<file path="src/common/wss_pkg.sv">
`default_nettype none
package wss_pkg;

    // ****************************************
    // Layout of the save-state structure
    // ****************************************
    localparam int WSS_ADDR_W = 52;
    localparam int WSS_DATA_W = 64;
    localparam int WSS_IDX_W = 6;
    localparam int WSS_ITEM_COUNT = 61;
    localparam logic [11:0] WSS_QWORD_BYTES = 12'h008;
    localparam logic [11:0] WSS_GUEST_STATE_OFF = 12'h000;
    localparam logic [11:0] WSS_HOST_AREA_OFF = 12'h400;
    localparam logic [11:0] WSS_PLAIN_STATE_OFF = 12'h400;
    localparam logic [11:0] WSS_PLAIN_RSVD_OFF = 12'h298;
    localparam logic [11:0] WSS_CPL_OFF = 12'h0cb;
    localparam logic [11:0] WSS_EFER_OFF = 12'h0d0;
    localparam logic [11:0] WSS_CR4_OFF = 12'h148;
    localparam logic [11:0] WSS_RSP_OFF = 12'h1d8;
    localparam logic [11:0] WSS_RAX_OFF = 12'h1f8;
    localparam logic [11:0] WSS_STAR_OFF = 12'h200;
    localparam logic [11:0] WSS_CR2_OFF = 12'h240;
    localparam logic [11:0] WSS_PAGE_ATTR_OFF = 12'h268;
    localparam logic [11:0] WSS_DEBUG_CTL_OFF = 12'h270;
    localparam logic [11:0] WSS_RCX_OFF = 12'h308;
    localparam logic [11:0] WSS_RBP_OFF = 12'h328;
    localparam logic [11:0] WSS_XCR0_OFF = 12'h3e8;
    // Segment classes, one bit per segment, set means second class
    localparam logic [9:0] WSS_SEG_SECOND_MASK = 10'h2b0;

    // ****************************************
    // Item index bounds in the walk
    // ****************************************
    localparam logic [5:0] WSS_IX_CPL = 6'h14;
    localparam logic [5:0] WSS_IX_EFER = 6'h15;
    localparam logic [5:0] WSS_IX_CR4 = 6'h16;
    localparam logic [5:0] WSS_IX_RSP = 6'h1d;
    localparam logic [5:0] WSS_IX_RAX = 6'h1e;
    localparam logic [5:0] WSS_IX_STAR = 6'h1f;
    localparam logic [5:0] WSS_IX_CR2 = 6'h27;
    localparam logic [5:0] WSS_IX_PAGE_ATTR = 6'h28;
    localparam logic [5:0] WSS_IX_DEBUG_CTL = 6'h29;
    localparam logic [5:0] WSS_IX_RCX = 6'h2e;
    localparam logic [5:0] WSS_IX_RBP = 6'h31;
    localparam logic [5:0] WSS_IX_XCR0 = 6'h3c;

    typedef enum logic [1:0] {
        WSS_CLS_FIRST,
        WSS_CLS_SECOND,
        WSS_CLS_THIRD,
        WSS_CLS_GUEST_ONLY
    } wss_class_e;

    typedef enum logic [1:0] {
        WSS_USE_ALWAYS,
        WSS_USE_NESTED_PAGING,
        WSS_USE_BRANCH_RECORD
    } wss_use_e;

    typedef struct packed {
        logic [11:0] offset;
        wss_class_e cls;
        wss_use_e use_cond;
    } wss_item_s;

    typedef struct packed {
        logic valid;
        logic write;
        logic [WSS_ADDR_W-1:0] addr;
        logic [WSS_DATA_W-1:0] wdata;
    } wss_mem_req_s;

    typedef struct packed {
        logic sel_valid;
        logic [WSS_IDX_W-1:0] sel;
        logic write;
        logic to_default;
        logic [WSS_DATA_W-1:0] wdata;
    } wss_reg_req_s;

endpackage
`default_nettype wire

</file>
<file path="src/core/wss_world_switch.sv">
`timescale 1ns/100ps
`default_nettype none
module wss_world_switch
    import wss_pkg::*;
(
    input wire logic sys_clk_i,
    input wire logic rst_b_i,
    input wire logic guest_entry_instr_i,
    input wire logic guest_exit_event_i,
    input wire logic encrypted_mode_i,
    input wire logic nested_paging_en_i,
    input wire logic branch_record_supported_i,
    input wire logic branch_record_virt_en_i,
    input wire logic [WSS_ADDR_W-1:0] guest_control_block_i,
    input wire logic [WSS_ADDR_W-1:0] save_state_page_i,
    input wire logic [WSS_ADDR_W-1:0] host_save_page_i,
    input wire logic mem_ack_i,
    input wire logic [WSS_DATA_W-1:0] mem_rdata_i,
    input wire logic [WSS_DATA_W-1:0] reg_rdata_i,
    output wss_mem_req_s mem_req_o,
    output wss_reg_req_s reg_req_o,
    output logic busy_o,
    output logic done_o
);

    // ****************************************
    // Per-item action
    // ****************************************
    typedef enum logic [2:0] {
        WSS_ACT_SKIP,
        WSS_ACT_SAVE_HOST,
        WSS_ACT_SAVE_GUEST,
        WSS_ACT_LOAD_HOST,
        WSS_ACT_LOAD_GUEST,
        WSS_ACT_DEFAULT
    } wss_act_e;

    typedef enum {
        ST_IDLE,
        ST_SCAN,
        ST_MEM,
        ST_REG
    } wss_state_e;

    function automatic wss_act_e item_action(input logic exiting, input logic second_pass,
                                             input wss_class_e cls);
        item_action = WSS_ACT_SKIP;
        if (!exiting && !second_pass)
            item_action = (cls == WSS_CLS_FIRST) ? WSS_ACT_SAVE_HOST : WSS_ACT_SKIP;
        else if (!exiting)
            item_action = WSS_ACT_LOAD_GUEST;
        else if (!second_pass)
            item_action = WSS_ACT_SAVE_GUEST;
        else
        begin
            case (cls)
                WSS_CLS_FIRST: item_action = WSS_ACT_LOAD_HOST;
                WSS_CLS_SECOND: item_action = WSS_ACT_LOAD_HOST;
                WSS_CLS_THIRD: item_action = WSS_ACT_DEFAULT;
                default: item_action = WSS_ACT_SKIP;
            endcase
        end
    endfunction

    wss_item_s item;
    wss_state_e state_reg, state_next;
    logic exiting_reg, exiting_next;
    logic pass_reg, pass_next;
    logic [WSS_IDX_W-1:0] idx_reg, idx_next;
    wss_mem_req_s mem_reg, mem_next;
    wss_reg_req_s regq_reg, regq_next;
    logic busy_reg, busy_next;
    logic done_reg, done_next;
    logic item_used;
    logic last_item;
    wss_act_e act;
    logic [WSS_ADDR_W-1:0] guest_base;
    logic [WSS_ADDR_W-1:0] host_base;

    wss_item_table u_table
    (
        .idx_i(idx_reg),
        .item_o(item)
    );

    // ****************************************
    // Item gating and addressing
    // ****************************************
    always_comb
    begin
        item_used = 1'b1;
        case (item.use_cond)
            WSS_USE_NESTED_PAGING: item_used = nested_paging_en_i;
            WSS_USE_BRANCH_RECORD: item_used = branch_record_supported_i
                                               && branch_record_virt_en_i;
            default: item_used = 1'b1;
        endcase
        if (!encrypted_mode_i && item.offset >= WSS_PLAIN_RSVD_OFF)
            item_used = 1'b0;
        act = item_used ? item_action(exiting_reg, pass_reg, item.cls) : WSS_ACT_SKIP;
        last_item = (idx_reg == WSS_IDX_W'(WSS_ITEM_COUNT - 1));
        if (encrypted_mode_i)
            guest_base = save_state_page_i + WSS_ADDR_W'(WSS_GUEST_STATE_OFF);
        else
            guest_base = guest_control_block_i + WSS_ADDR_W'(WSS_PLAIN_STATE_OFF);
        host_base = host_save_page_i + WSS_ADDR_W'(WSS_HOST_AREA_OFF);
    end

    // ****************************************
    // Walk sequencer
    // ****************************************
    always_comb
    begin
        state_next = state_reg;
        exiting_next = exiting_reg;
        pass_next = pass_reg;
        idx_next = idx_reg;
        mem_next = mem_reg;
        regq_next = regq_reg;
        regq_next.write = 1'b0;
        regq_next.to_default = 1'b0;
        busy_next = busy_reg;
        done_next = 1'b0;
        case (state_reg)
            ST_IDLE:
            begin
                if (guest_entry_instr_i || guest_exit_event_i)
                begin
                    exiting_next = guest_exit_event_i;
                    pass_next = 1'b0;
                    idx_next = '0;
                    regq_next.sel = '0;
                    regq_next.sel_valid = 1'b1;
                    busy_next = 1'b1;
                    state_next = ST_SCAN;
                end
            end
            ST_SCAN:
            begin
                // Soft exit fields and the valid mask are not in the walk
                mem_next.wdata = reg_rdata_i;
                mem_next.addr = ((act == WSS_ACT_SAVE_HOST || act == WSS_ACT_LOAD_HOST)
                                 ? host_base : guest_base) + WSS_ADDR_W'(item.offset);
                if (act == WSS_ACT_SAVE_HOST || act == WSS_ACT_SAVE_GUEST)
                begin
                    mem_next.valid = 1'b1;
                    mem_next.write = 1'b1;
                    state_next = ST_MEM;
                end
                else if (act == WSS_ACT_LOAD_HOST || act == WSS_ACT_LOAD_GUEST)
                begin
                    mem_next.valid = 1'b1;
                    mem_next.write = 1'b0;
                    state_next = ST_MEM;
                end
                else if (act == WSS_ACT_DEFAULT)
                begin
                    regq_next.to_default = 1'b1;
                    state_next = ST_REG;
                end
                else
                    state_next = ST_REG;
            end
            ST_MEM:
            begin
                if (mem_ack_i)
                begin
                    mem_next.valid = 1'b0;
                    mem_next.write = 1'b0;
                    if (!mem_reg.write)
                    begin
                        regq_next.write = 1'b1;
                        regq_next.wdata = mem_rdata_i;
                    end
                    state_next = ST_REG;
                end
            end
            default:
            begin
                state_next = ST_SCAN;
                if (last_item && pass_reg)
                begin
                    regq_next.sel_valid = 1'b0;
                    busy_next = 1'b0;
                    done_next = 1'b1;
                    state_next = ST_IDLE;
                end
                else if (last_item)
                begin
                    // Second pass starts only once every first-pass item is done
                    pass_next = 1'b1;
                    idx_next = '0;
                end
                else
                    idx_next = idx_reg + 1'b1;
                regq_next.sel = idx_next;
            end
        endcase
    end

    always_ff @(posedge sys_clk_i)
    begin
        if (!rst_b_i)
        begin
            state_reg <= ST_IDLE;
            exiting_reg <= 1'b0;
            pass_reg <= 1'b0;
            idx_reg <= '0;
            mem_reg <= '0;
            regq_reg <= '0;
            busy_reg <= 1'b0;
            done_reg <= 1'b0;
        end
        else
        begin
            state_reg <= state_next;
            exiting_reg <= exiting_next;
            pass_reg <= pass_next;
            idx_reg <= idx_next;
            mem_reg <= mem_next;
            regq_reg <= regq_next;
            busy_reg <= busy_next;
            done_reg <= done_next;
        end
    end

    assign mem_req_o = mem_reg;
    assign reg_req_o = regq_reg;
    assign busy_o = busy_reg;
    assign done_o = done_reg;

endmodule
`default_nettype wire

</file>
<file path="src/core/wss_item_table.sv">
`timescale 1ns/100ps
`default_nettype none
module wss_item_table
    import wss_pkg::*;
(
    input wire logic [WSS_IDX_W-1:0] idx_i,
    output wss_item_s item_o
);

    // ****************************************
    // Offset of a linear run of qwords
    // ****************************************
    function automatic logic [11:0] run_off(input logic [11:0] base, input logic [5:0] first,
                                            input logic [5:0] ix);
        logic [11:0] step;
        step = {6'h00, ix - first};
        run_off = base + step * WSS_QWORD_BYTES;
    endfunction

    always_comb
    begin
        item_o.use_cond = WSS_USE_ALWAYS;
        item_o.cls = WSS_CLS_FIRST;
        item_o.offset = WSS_GUEST_STATE_OFF;
        if (idx_i < WSS_IX_CPL)
        begin
            item_o.offset = run_off(WSS_GUEST_STATE_OFF, 6'h00, idx_i);
            item_o.cls = WSS_SEG_SECOND_MASK[idx_i[4:1]] ? WSS_CLS_SECOND : WSS_CLS_FIRST;
        end
        else if (idx_i == WSS_IX_CPL)
            item_o.offset = WSS_CPL_OFF;
        else if (idx_i == WSS_IX_EFER)
            item_o.offset = WSS_EFER_OFF;
        else if (idx_i < WSS_IX_RSP)
            item_o.offset = run_off(WSS_CR4_OFF, WSS_IX_CR4, idx_i);
        else if (idx_i == WSS_IX_RSP)
            item_o.offset = WSS_RSP_OFF;
        else if (idx_i == WSS_IX_RAX)
            item_o.offset = WSS_RAX_OFF;
        else if (idx_i < WSS_IX_CR2)
        begin
            item_o.offset = run_off(WSS_STAR_OFF, WSS_IX_STAR, idx_i);
            item_o.cls = WSS_CLS_SECOND;
        end
        else if (idx_i == WSS_IX_CR2)
        begin
            item_o.offset = WSS_CR2_OFF;
            item_o.cls = WSS_CLS_THIRD;
        end
        else if (idx_i == WSS_IX_PAGE_ATTR)
        begin
            item_o.offset = WSS_PAGE_ATTR_OFF;
            item_o.cls = WSS_CLS_GUEST_ONLY;
            item_o.use_cond = WSS_USE_NESTED_PAGING;
        end
        else if (idx_i < WSS_IX_RCX)
        begin
            item_o.offset = run_off(WSS_DEBUG_CTL_OFF, WSS_IX_DEBUG_CTL, idx_i);
            item_o.use_cond = WSS_USE_BRANCH_RECORD;
        end
        else if (idx_i < WSS_IX_RBP)
        begin
            item_o.offset = run_off(WSS_RCX_OFF, WSS_IX_RCX, idx_i);
            item_o.cls = WSS_CLS_SECOND;
        end
        else if (idx_i < WSS_IX_XCR0)
        begin
            item_o.offset = run_off(WSS_RBP_OFF, WSS_IX_RBP, idx_i);
            item_o.cls = WSS_CLS_SECOND;
        end
        else
        begin
            item_o.offset = WSS_XCR0_OFF;
            item_o.cls = WSS_CLS_SECOND;
        end
    end

endmodule
`default_nettype wire

</file>
<file path="config.mk">
export PLATFORM = sky130hd
export DESIGN_NAME = wss_world_switch
export DESIGN_NICKNAME = d
export VERILOG_FILES = /design/src/common/wss_pkg.sv /design/src/core/wss_world_switch.sv /design/src/core/wss_item_table.sv
export SDC_FILE = /design/constraint.sdc
export NUM_CORES = 1
export LEC_CHECK = 0
export ABC_AREA = 1
export ABC_CLOCK_PERIOD_IN_PS = 7000
export BUFFER_PORTS_ARGS = -buffer_cell sky130_fd_sc_hd__buf_4
export CAP_MARGIN = 40
export CORE_ASPECT_RATIO = 1.1
export CORE_MARGIN = 4
export CORE_UTILIZATION = 30
export DETAILED_ROUTE_END_ITERATION = 16
export GPL_TIMING_DRIVEN = 0
export SYNTH_ARGS = -nofsm -noshare
export SYNTH_HDL_FRONTEND = slang
export SYNTH_SLANG_ARGS = --single-unit
export TNS_END_PERCENT = 1
</file>
<file path="constraint.sdc">
create_clock -name sys_clk_i -period 7 [get_ports sys_clk_i]
set_clock_uncertainty 0.05 [all_clocks]
set_input_delay 1.05 -clock sys_clk_i [delete_from_list [all_inputs] [get_ports sys_clk_i]]
set_output_delay 1.05 -clock sys_clk_i [all_outputs]
set_load 0.05 [all_outputs]
</file>
==> results of run 1 <==
## cells by family after synthesis
kind of cell | Yosys count | synth area share (%)
AO/OA/AOI/OAI | 343 | 13.1
XOR/XNOR | 95 | 5.92
adder cells (fa/ha/maj) | 35 | 3.17
buffers and inverters | 370 | 10.3
flip-flops | 197 | 28.1
multiplexers | 2 | 0.143
AND/OR/NAND/NOR | 1338 | 39.2
## power groups by stage
stage,Combinational (mW),Sequential (mW),Clock [mW]
CTS,4.58,1.75,0.988
floorplan,1.73,2.98,0
global route,4.94,1.79,1.03
global placement,4.54,1.76,0
detailed placement,4.57,1.77,0
finish,4.58,1.75,0.962
## Yosys cell counts (all sizes together), types with 2 or more instances
library cell	instances
o211ai	5
ha	34
nand3	122
clkinv	8
a21oi	54
a211oi	3
mux2i	2
o21ai	252
nor3	38
inv	270
dfxtp	197
nand3b	9
buf	24
xor2	77
o221ai	3
nand4	50
o21a	6
xnor2	18
nor4	19
nand2	552
a21boi	2
nor2	543
a31oi	12
or2	2
clkbuf	68
## layout make-up
type,instances,area (um^2),share of cell area (%)
buffer,90,398,2.09
multi-input combinational,1814,8670,45.6
clock buffer,18,429,2.26
clock inverter,14,138,0.725
timing repair buffer,485,3640,19.1
tap,588,736,3.87
inverter,278,1040,5.50
sequential,197,3950,20.8
## worst reg2reg max path, delay by kind of cell, from the launching register on
family / cells / cell delay (ns)
fa+ha+maj: 3 / 1.07
simple gates: 19 / 2.85
buf+inv: 5 / 0.83
flops: 1 / 0.49
compound gates: 6 / 0.81
xor+xnor: 1 / 0.20
## metal layers
metal	track usage [%]	share of wire, %	vias up
met5	0	0	-
met4	6.62	2.6	0
met3	3.19	4.8	99
met2	43.7	49	526
met1	31.7	43	7893
li1	-	-	8583
## how the worst min path moves through the flow
| stage | slack (ns) | startpoint | to |
|---|---|---|---|
| 2_1_floorplan | 0.42 | exiting_reg | exiting_reg |
| 3_3_place_gp | 0.40 | mem_req_o[117] | mem_req_o[117] |
| 3_5_place_dp | 0.43 | mem_req_o[117] | mem_req_o[117] |
| 4_1_cts | 0.44 | mem_req_o[116] | mem_req_o[116] |
| 5_1_grt | 0.48 | mem_req_o[21] | mem_req_o[21] |
| 6_report | 0.44 | mem_req_o[116] | mem_req_o[116] |
## stage by stage
| step | cells | setup TNS (ns) |
|---|---|---|
| 2_1_floorplan | 2380 | 0 |
| 3_3_place_gp | 3451 | -3.49 |
| 3_5_place_dp | 3453 | -3.83 |
| 4_1_cts | 3484 | 0 |
| 5_1_grt | 3484 | 0 |
| 6_report | 3484 | 0 |
## repair_timing
| action | 4_1_cts | 5_1_grt |
|---|---|---|
| pin swaps | 0 | 0 |
| endpoints found under the setup margin | 20 | 21 |
| endpoints found under the hold margin | 0 | 0 |
| gates cloned | 0 | 1 |
| resized for setup | 1 | 5 |
==> metrics.md, run 1 <==
| Metric | Value |
|---|---|
| Seq cells post-synth | `197` |
| Worst Hold Depth | `2` |
| Hold Vio Cnt, Final | `0` |
| R2r endpoint | `mem_req_o[93]` |
| Synth warnings | `0` |
| IO Pins | `486` |
| Setup crit start kind | `register` |
| Pint | `3.25 mW` |
| Number of global-route vias before repair | `16,500` |
| Synthesized area per cell | `5.90 um^2` |
| Drt pass-1 iters | `5` |
| Final Worst Setup Slack | `0.573 ns` |
| Overall Power | `7.29 mW` |
| Core area | `46,000 um^2` |
| GRT overflow | `0` |
| Sequential element share of the synthesized area | `28.1%` |
| Design Area, Final | `19,000 um^2` |
| Worst Setup SP | `idx_reg[0]` |
| Reg-to-reg startpoint | `idx_reg[0]` |
| Post-CTS Setup Bufs | `0` |
| Critical path required time | `7.28 ns` |
| Max-slew violation count | `0` |
| Most frequent cells in the layout | `547 x nand2_1, 534 x nor2_1, 486 x buf_4` |
| Clock tree buffer depth | `2` |
| Max-Cap Viols | `0` |
| Main flop type after synthesis | `dfxtp_1` |
| GRT Total Usage | `24.7%` |
| Clock power frac | `13.2%` |
| Place WS | `-0.408 ns` |
| Combinational share of power | `62.8%` |
| Initial DRC Count | `1,260` |
| Sw Share | `55.4%` |
| Placed instance area | `18,400 um^2` |
| Commonest non-fill, non-tap cell in the layout | `nand2_1` |
| Hpwl dp | `55.0 mm` |
| Final Util | `41.3%` |
| Clock Pin Slew Worst Setup and Hold Paths | `0.08 ns` |
| Routed wire length | `65.4 mm` |
| Layout filler cell count | `5,062` |
| Remaining DRCs | `0` |
| Slowest cell on the critical path | `dfxtp_1` |
| Crit. End Element | `register` |
| Initial antenna violation count | `0` |
| Clock sink count | `197` |
| Global-route wire length before repair | `97.6 mm` |
| Switch Pwr | `4.04 mW` |
| Crit path max-delay family | `simple AND/OR/NAND/NOR gates` |
| Cell row count | `82` |
| CTS tree | `yes` |
| CP max stage delay | `0.49 ns` |
| Cts bufs inserted | `17` |
| CTS Root Cell | `clkbuf_16` |
| Wire length per cell | `18.8 um` |
| Synth unique cells | `51` |
| Largest net degree at the start of global routing | `20` |
| CP max FO | `12` |
| Destination of the critical timing path | `mem_req_o[93]` |
| Syn-to-layout area delta | `35.2%` |
| Post-synthesis async set-or-reset flop share | `0%` |
| Via count | `17,100` |
| CP Buf/Inv Count | `5` |
| Hold WC Path Type | `register to register` |
| Fmax | `156 MHz` |
| Critical path class | `register to register` |
| Worst VDD drop | `0.000312 V` |
| Die X | `214 um` |
| Slew HR | `21.3%` |
| ANT cells | `0` |
| Mapped Area | `14,000 um^2` |
| Cells on worst reg2reg path | `34` |
| # setup viols final | `0` |
| CTS Hold Bufs | `0` |
| Vias per cell | `4.91` |
| Die ar. | `50,400 um^2` |
| Fin crit share | `91.8%` |
| Slew @ Worst Pin | `1.17 ns` |
| Leak pwr | `9.71 nW` |
| Starting density of the core | `30.6%` |
| Final min period | `6.43 ns` |
| Nets | `3,211` |
| Die Ht | `235 um` |
| Share of cells above drive strength 1 | `20.0%` |
| Number of flip-flops in the largest register | `118` |
| Synth area leaders | `dfxtp_1 28%, nand2_1 15%, nor2_1 14%` |
| Setup repair after global routing missed its margin | `false` |
| Number of synthesized flops with an enable pin | `0` |
| Critical Path Most Common Cell | `nand2_1` |
| Sequential share of power | `24.1%` |
| Syn nets | `2,708` |
| Post-route ant nets | `0` |
| Yosys top cell area share | `28.1%` |
| Maximum level of the CTS H-tree | `4` |
| PD cells | `384 nW/um^2` |
| Cell depth of the worst setup path | `34` |
| GP Congestion | `0.951` |
| CP arrival | `6.71 ns` |
| Clock Latency Late Sink | `0.45 ns` |
| Hold_ws | `0.439 ns` |
| Reg2reg setup slack | `0.57 ns` |
| PortBufs | `483` |
| Outcome | `finished, final reports clean` |
| Synth Instances | `2,380` |
| Cell taking the most area after synthesis | `dfxtp_1` |
(Power assumes the default switching activity.)
==> run 2: changes to the inputs <==
--- a/config.mk
+++ b/config.mk
@@ -5,8 +5,8 @@
 export SDC_FILE = /design/constraint.sdc
 export NUM_CORES = 1
 export LEC_CHECK = 0
-export ABC_AREA = 1
-export ABC_CLOCK_PERIOD_IN_PS = 7000
+export ABC_AREA = 0
+export ABC_CLOCK_PERIOD_IN_PS = 5400
 export BUFFER_PORTS_ARGS = -buffer_cell sky130_fd_sc_hd__buf_4
 export CAP_MARGIN = 40
 export CORE_ASPECT_RATIO = 1.1
==> constraint.sdc (replaced) <==
create_clock -name sys_clk_i -period 5.4 [get_ports sys_clk_i]
set_clock_uncertainty 0.05 [all_clocks]
set_input_delay 0.81 -clock sys_clk_i [delete_from_list [all_inputs] [get_ports sys_clk_i]]
set_output_delay 0.81 -clock sys_clk_i [all_outputs]
set_load 0.05 [all_outputs]
==> metrics.md, run 2 <==
| Metric | Value |
|---|---|
| Leak pwr | `8.46 nW` |
| Syn-to-layout area delta | `49.1%` |
| Cells on worst reg2reg path | `30` |
| Cell taking the most area after synthesis | `dfxtp_1` |
| Slowest cell on the critical path | `or4_1` |
| Largest net degree at the start of global routing | `20` |
| Clock Pin Slew Worst Setup and Hold Paths | `0.08 ns` |
| Hold endpoint | `reg_req_o[21]` |
| Initial DRC Count | `1,310` |
| # setup viols final | `41` |
| Post-route setup TNS | `-11.97 ns` |
| Simple-gate area share of the yosys netlist | `27.3%` |
| Synth Area in Compound Gates | `19.5%` |
| Post-route ant nets | `0` |
| Cell row count | `82` |
| Largest family of logic cells by synthesized area | `simple AND/OR/NAND/NOR gates` |
| Synth area leaders | `dfxtp_1 29%, mux2i_1 8.7%, nand2_1 7.1%` |
| GRT Total Usage | `25.8%` |
| Number of global-route vias before repair | `15,900` |
| Outcome | `complete, but fails checks` |
| Placed Instances | `2,896` |
| Remaining DRCs | `0` |
| Nets | `2,743` |
| Core area | `45,500 um^2` |
| Final min period | `5.81 ns` |
| Wire length per cell | `22.6 um` |
| Hold Vio Cnt, Final | `0` |
| Sequential element share of the synthesized area | `28.7%` |
| Mapped Area | `13,800 um^2` |
| Place WS | `-2.10 ns` |
| Max-slew violation count | `0` |
| Number of synthesized flops with an enable pin | `0` |
| Synthesized area per cell | `7.54 um^2` |
| Yosys top cell area share | `28.7%` |
| Cts bufs inserted | `17` |
| R2r endpoint | `mem_req_o[107]` |
| Synth Area in XOR/XNOR | `7.49%` |
| Slew @ Worst Pin | `0.904 ns` |
| Fmax | `172 MHz` |
| Die ar. | `49,400 um^2` |
| Slew HR | `39.3%` |
| Final non-filler cell total | `3,018` |
| Setup crit start kind | `register` |
| Starting density of the core | `30.3%` |
| CTS Root Cell | `clkbuf_16` |
| Vias per cell | `5.50` |
| Global-route wire length before repair | `97.5 mm` |
| Number of flip-flops in the largest register | `118` |
| Post-synthesis mux area share | `9.07%` |
| Top-count cell post-synth | `nand2_1` |
| Clock tree buffer depth | `2` |
| Maximum level of the CTS H-tree | `4` |
| Hold WC Path Type | `register to register` |
| Hpwl dp | `53.2 mm` |
| Setup repair after global routing missed its margin | `true` |
| Max-Cap Viols | `0` |
| Worst Hold Depth | `2` |
| Post-synth top cells | `262 x nand2_1, 213 x nor2_1, 197 x dfxtp_1` |
| Synth unique cells | `96` |
| Routed wire length | `68.3 mm` |
| Commonest non-fill, non-tap cell in the layout | `buf_4` |
| Overall Power | `7.43 mW` |
| Seq cells post-synth | `197` |
| CP max FO | `6` |
| Reg2reg setup slack | `-0.41 ns` |
| CTS tree | `yes` |
| Fin crit share | `108%` |
| Via count | `16,600` |
| Post-synthesis async set-or-reset flop share | `0%` |
| Worst VDD drop | `0.000226 V` |
| HP Start | `reg_req_o[21]` |
| Die X | `212 um` |
| Initial antenna violation count | `1` |
| Crit. End Element | `register` |
| IO Pins | `486` |
| Adder-cell share of the synthesized area | `3.24%` |
| Main flop type after synthesis | `dfxtp_1` |
| Critical path required time | `5.74 ns` |
| Final Worst Setup Slack | `-0.413 ns` |
| Share of cells above drive strength 1 | `32.8%` |
| Failing checks | `setup timing` |
| Clock Latency Late Sink | `0.45 ns` |
| Die Ht | `233 um` |
| Clock sink count | `197` |
| CP max stage delay | `0.52 ns` |
| Reg-to-reg startpoint | `idx_reg[2]` |
| Critical path class | `register to register` |
| GRT overflow | `0` |
| CP arrival | `6.15 ns` |
| PD cells | `362 nW/um^2` |
| Synth Instances | `1,825` |
| Drt pass-1 iters | `7` |
| Syn nets | `2,153` |
| PortBufs | `479` |
| GP Congestion | `0.979` |
| Synth warnings | `0` |
| Most frequent cells in the layout | `559 x buf_4, 252 x nand2_1, 203 x nor2_1` |
==> run 2: worst max-delay path, delay by kind of cell (launching register included) <==
family / cells / cell delay, ns
compound gates: 6 / 1.09
fa+ha+maj: 2 / 0.46
flops: 1 / 0.39
xor+xnor: 1 / 0.14
buf+inv: 8 / 1.24
simple gates: 13 / 2.31
==> run 2: stage by stage <==
step	hold WS (ns)	util [%]	cell area, um^2
2_1_floorplan	0.449	-	13900
3_3_place_gp	0.394	40.1	18200
3_5_place_dp	0.398	40.2	18300
4_1_cts	0.410	44.0	20000
5_1_grt	0.430	45.1	20500
6_report	0.409	45.1	20500
==> run 2: kinds of logic after synthesis <==
family / Yosys count
XOR/XNOR: 116
buffers and inverters: 154
AND/OR/NAND/NOR: 794
multiplexers: 124
AO/OA/AOI/OAI: 405
adder cells (fa/ha/maj): 35
flip-flops: 197
==> run 2: repair_timing <==
action	4_1_cts	5_1_grt
buffers inserted	60	26
gates resized for setup	150	60
pin swaps	65	42
setup endpoints to repair	52	45
hold buffers	0	0
cloned	3	1
==> run 2: area by class of cell <==
| type | count | area, um^2 |
|---|---|---|
| sequential | 197 | 3960 |
| inverter | 40 | 164 |
| fill | 4578 | 24900 |
| tap | 588 | 736 |
| timing repair buffer | 574 | 4420 |
| clock buffer | 21 | 462 |
| multi-input combinational | 1475 | 10000 |
| antenna | 2 | 5.00 |
| clock inverter | 11 | 90.1 |
| buffer | 110 | 629 |
==> run 2: worst max path at each step <==
stage	end	cells past startpoint	start
2_1_floorplan	mem_req_o[110]	27	idx_reg[1]
6_report	mem_req_o[107]	30	idx_reg[2]
3_3_place_gp	mem_req_o[88]	30	idx_reg[1]
5_1_grt	mem_req_o[107]	30	idx_reg[2]
3_5_place_dp	mem_req_o[88]	30	idx_reg[1]
4_1_cts	mem_req_o[84]	29	idx_reg[2]
==> run 2: power breakdown <==
| part | internal (mW) | switching, mW | total, mW |
|---|---|---|---|
| logic | 1.46 | 2.75 | 4.20 |
| registers | 1.76 | 0.220 | 1.98 |
| clock network | 0.629 | 0.622 | 1.25 |
| total | 3.84 | 3.59 | 7.43 |
==> run 2: metal layers <==
layer	wire (um)	vias up	global-route usage (%)
li1	-	7733	-
met1	28100	8008	33.7
met2	32800	743	42.7
met3	5170	130	4.94
met4	2300	0	8.57
met5	0	-	0
==> run 3: changes to the inputs <==
--- a/config.mk
+++ b/config.mk
@@ -5,7 +5,7 @@
 export SDC_FILE = /design/constraint.sdc
 export NUM_CORES = 1
 export LEC_CHECK = 0
-export ABC_AREA = 0
+export ABC_AREA = 1
 export ABC_CLOCK_PERIOD_IN_PS = 5400
 export BUFFER_PORTS_ARGS = -buffer_cell sky130_fd_sc_hd__buf_4
 export CAP_MARGIN = 40
==> metrics.md, run 3 (synthesized netlist as in run 1, its figures left out) <==
| Metric | Value |
|---|---|
| Die X | `214 um` |
| Slew @ Worst Pin | `0.745 ns` |
| Starting density of the core | `30.6%` |
| Fin crit share | `96.6%` |
| Critical Path Most Common Cell | `inv_1` |
| Setup repair after global routing missed its margin | `true` |
| CP max FO | `9` |
| Final non-filler cell total | `3,508` |
| Number of global-route vias before repair | `16,500` |
| Switch Pwr | `5.30 mW` |
| Nets | `3,235` |
| Final Util | `42.4%` |
| Number of flip-flops in the largest register | `118` |
| CP Buf/Inv Count | `7` |
| Cell row count | `82` |
| Slowest cell on the critical path | `dfxtp_1` |
| GRT Total Usage | `24.5%` |
| Hpwl dp | `54.7 mm` |
| Clock Pin Slew Worst Setup and Hold Paths | `0.08 ns` |
| Pint | `4.44 mW` |
| Most frequent cells in the layout | `539 x nand2_1, 527 x nor2_1, 507 x buf_4` |
| Initial DRC Count | `1,248` |
| Placed Instances | `3,453` |
| Final min period | `5.21 ns` |
| Initial antenna violation count | `1` |
| Vias per cell | `4.94` |
| # setup viols final | `0` |
| Via count | `17,300` |
| Clock sink count | `197` |
| Max-slew violation count | `0` |
| CP arrival | `5.48 ns` |
| IO Pins | `486` |
| Post-route ant nets | `0` |
| GRT overflow | `0` |
| Wire length per cell | `18.6 um` |
| Clock Latency Late Sink | `0.44 ns` |
| Critical path class | `register to register` |
| Core area | `46,000 um^2` |
| CTS tree | `yes` |
| Cts bufs inserted | `17` |
| Max-Cap Viols | `0` |
| Leak pwr | `9.89 nW` |
| Clock tree buffer depth | `2` |
| CTS Root Cell | `clkbuf_16` |
| Die ar. | `50,400 um^2` |
| Combinational share of power | `63.5%` |
| Setup crit start kind | `register` |
| Sw Share | `54.4%` |
| GP Congestion | `0.933` |
| Critical path required time | `5.67 ns` |
| CP max stage delay | `0.35 ns` |
| Slew HR | `50.3%` |
| ANT cells | `0` |
| Routed wire length | `65.1 mm` |
| Syn-to-layout area delta | `38.8%` |
| Hold_ws | `0.428 ns` |
| Largest net degree at the start of global routing | `19` |
| Remaining DRCs | `0` |
| Maximum level of the CTS H-tree | `4` |
| PD cells | `500 nW/um^2` |
| Hold Vio Cnt, Final | `0` |
| Clock power frac | `13.3%` |
| PortBufs | `483` |
| Overall Power | `9.74 mW` |
| Global-route wire length before repair | `97.3 mm` |
| Sequential share of power | `23.2%` |
| Die Ht | `235 um` |
| Outcome | `finished, final reports clean` |
| Drt pass-1 iters | `5` |
| Commonest non-fill, non-tap cell in the layout | `nand2_1` |
| Fmax | `192 MHz` |
| Hold WC Path Type | `register to register` |
| Worst VDD drop | `0.000416 V` |
| Crit. End Element | `register` |
| Post-route setup TNS | `0 ns` |
| CTS Hold Bufs | `0` |
| Share of cells above drive strength 1 | `22.2%` |
| Crit path max-delay family | `simple AND/OR/NAND/NOR gates` |
-- run 3: final timing paths --
path                       start        endpoint  slack [ns]  depth (start not counted)
setup / recovery      idx_reg[3]   mem_req_o[87]        0.19                         28
hold reg to reg   mem_req_o[117]  mem_req_o[117]        0.43                          2
hold / removal    mem_req_o[117]  mem_req_o[117]        0.43                          2
setup reg to reg      idx_reg[3]   mem_req_o[87]        0.19                         28
-- run 3: timing repair --
item                                    CTS  global route
pin swaps                                 5            18
buffers inserted                          7            15
cloned                                    1             1
resized for setup                        31            43
endpoints found under the setup margin   51            43
hold endpoints to repair                  0             0
-- run 3: worst reg2reg max path: cells and delay by family, from the launching register on --
| kind | cells | cell delay (ns) |
|---|---|---|
| buffers and inverters | 7 | 1.04 |
| adder cells (fa/ha/maj) | 3 | 0.65 |
| flip-flops | 1 | 0.35 |
| XOR/XNOR | 1 | 0.14 |
| AO/OA/AOI/OAI | 3 | 0.54 |
| AND/OR/NAND/NOR | 14 | 2.31 |
-- run 3: per-stage QoR --
stage / area [um^2] / worst slack [ns]
after floorplan: 14000 / 0.0480
after global placement: 18400 / -1.42
after detailed placement: 18400 / -1.41
after CTS: 19200 / -0.00627
after global routing: 19500 / -0.108
final: 19500 / 0.185
-- run 3: area by class of cell --
type / instances / area (um^2)
timing repair buffer: 509 / 3810
inverter: 278 / 1050
fill: 4939 / 26500
sequential: 197 / 3950
tap: 588 / 736
clock buffer: 20 / 447
buffer: 90 / 417
clock inverter: 12 / 136
multi-input combinational: 1814 / 8930
-- run 3: power by group through the flow --
stage / Sequential [mW] / Combinational (mW) / Clock [mW]
after floorplan: 3.87 / 2.24 / 0
after global placement: 2.27 / 5.88 / 0
after detailed placement: 2.29 / 5.91 / 0
after CTS: 2.26 / 6.02 / 1.32
after global routing: 2.31 / 6.66 / 1.38
final: 2.26 / 6.19 / 1.29
-- run 3: layer usage --
layer	track usage (%)	routed length, um	vias to the layer above
met5	0	0	-
li1	-	-	8631
met1	31.7	28300	8090
met3	3.39	3070	79
met4	5.19	1470	0
met2	43.5	32200	525
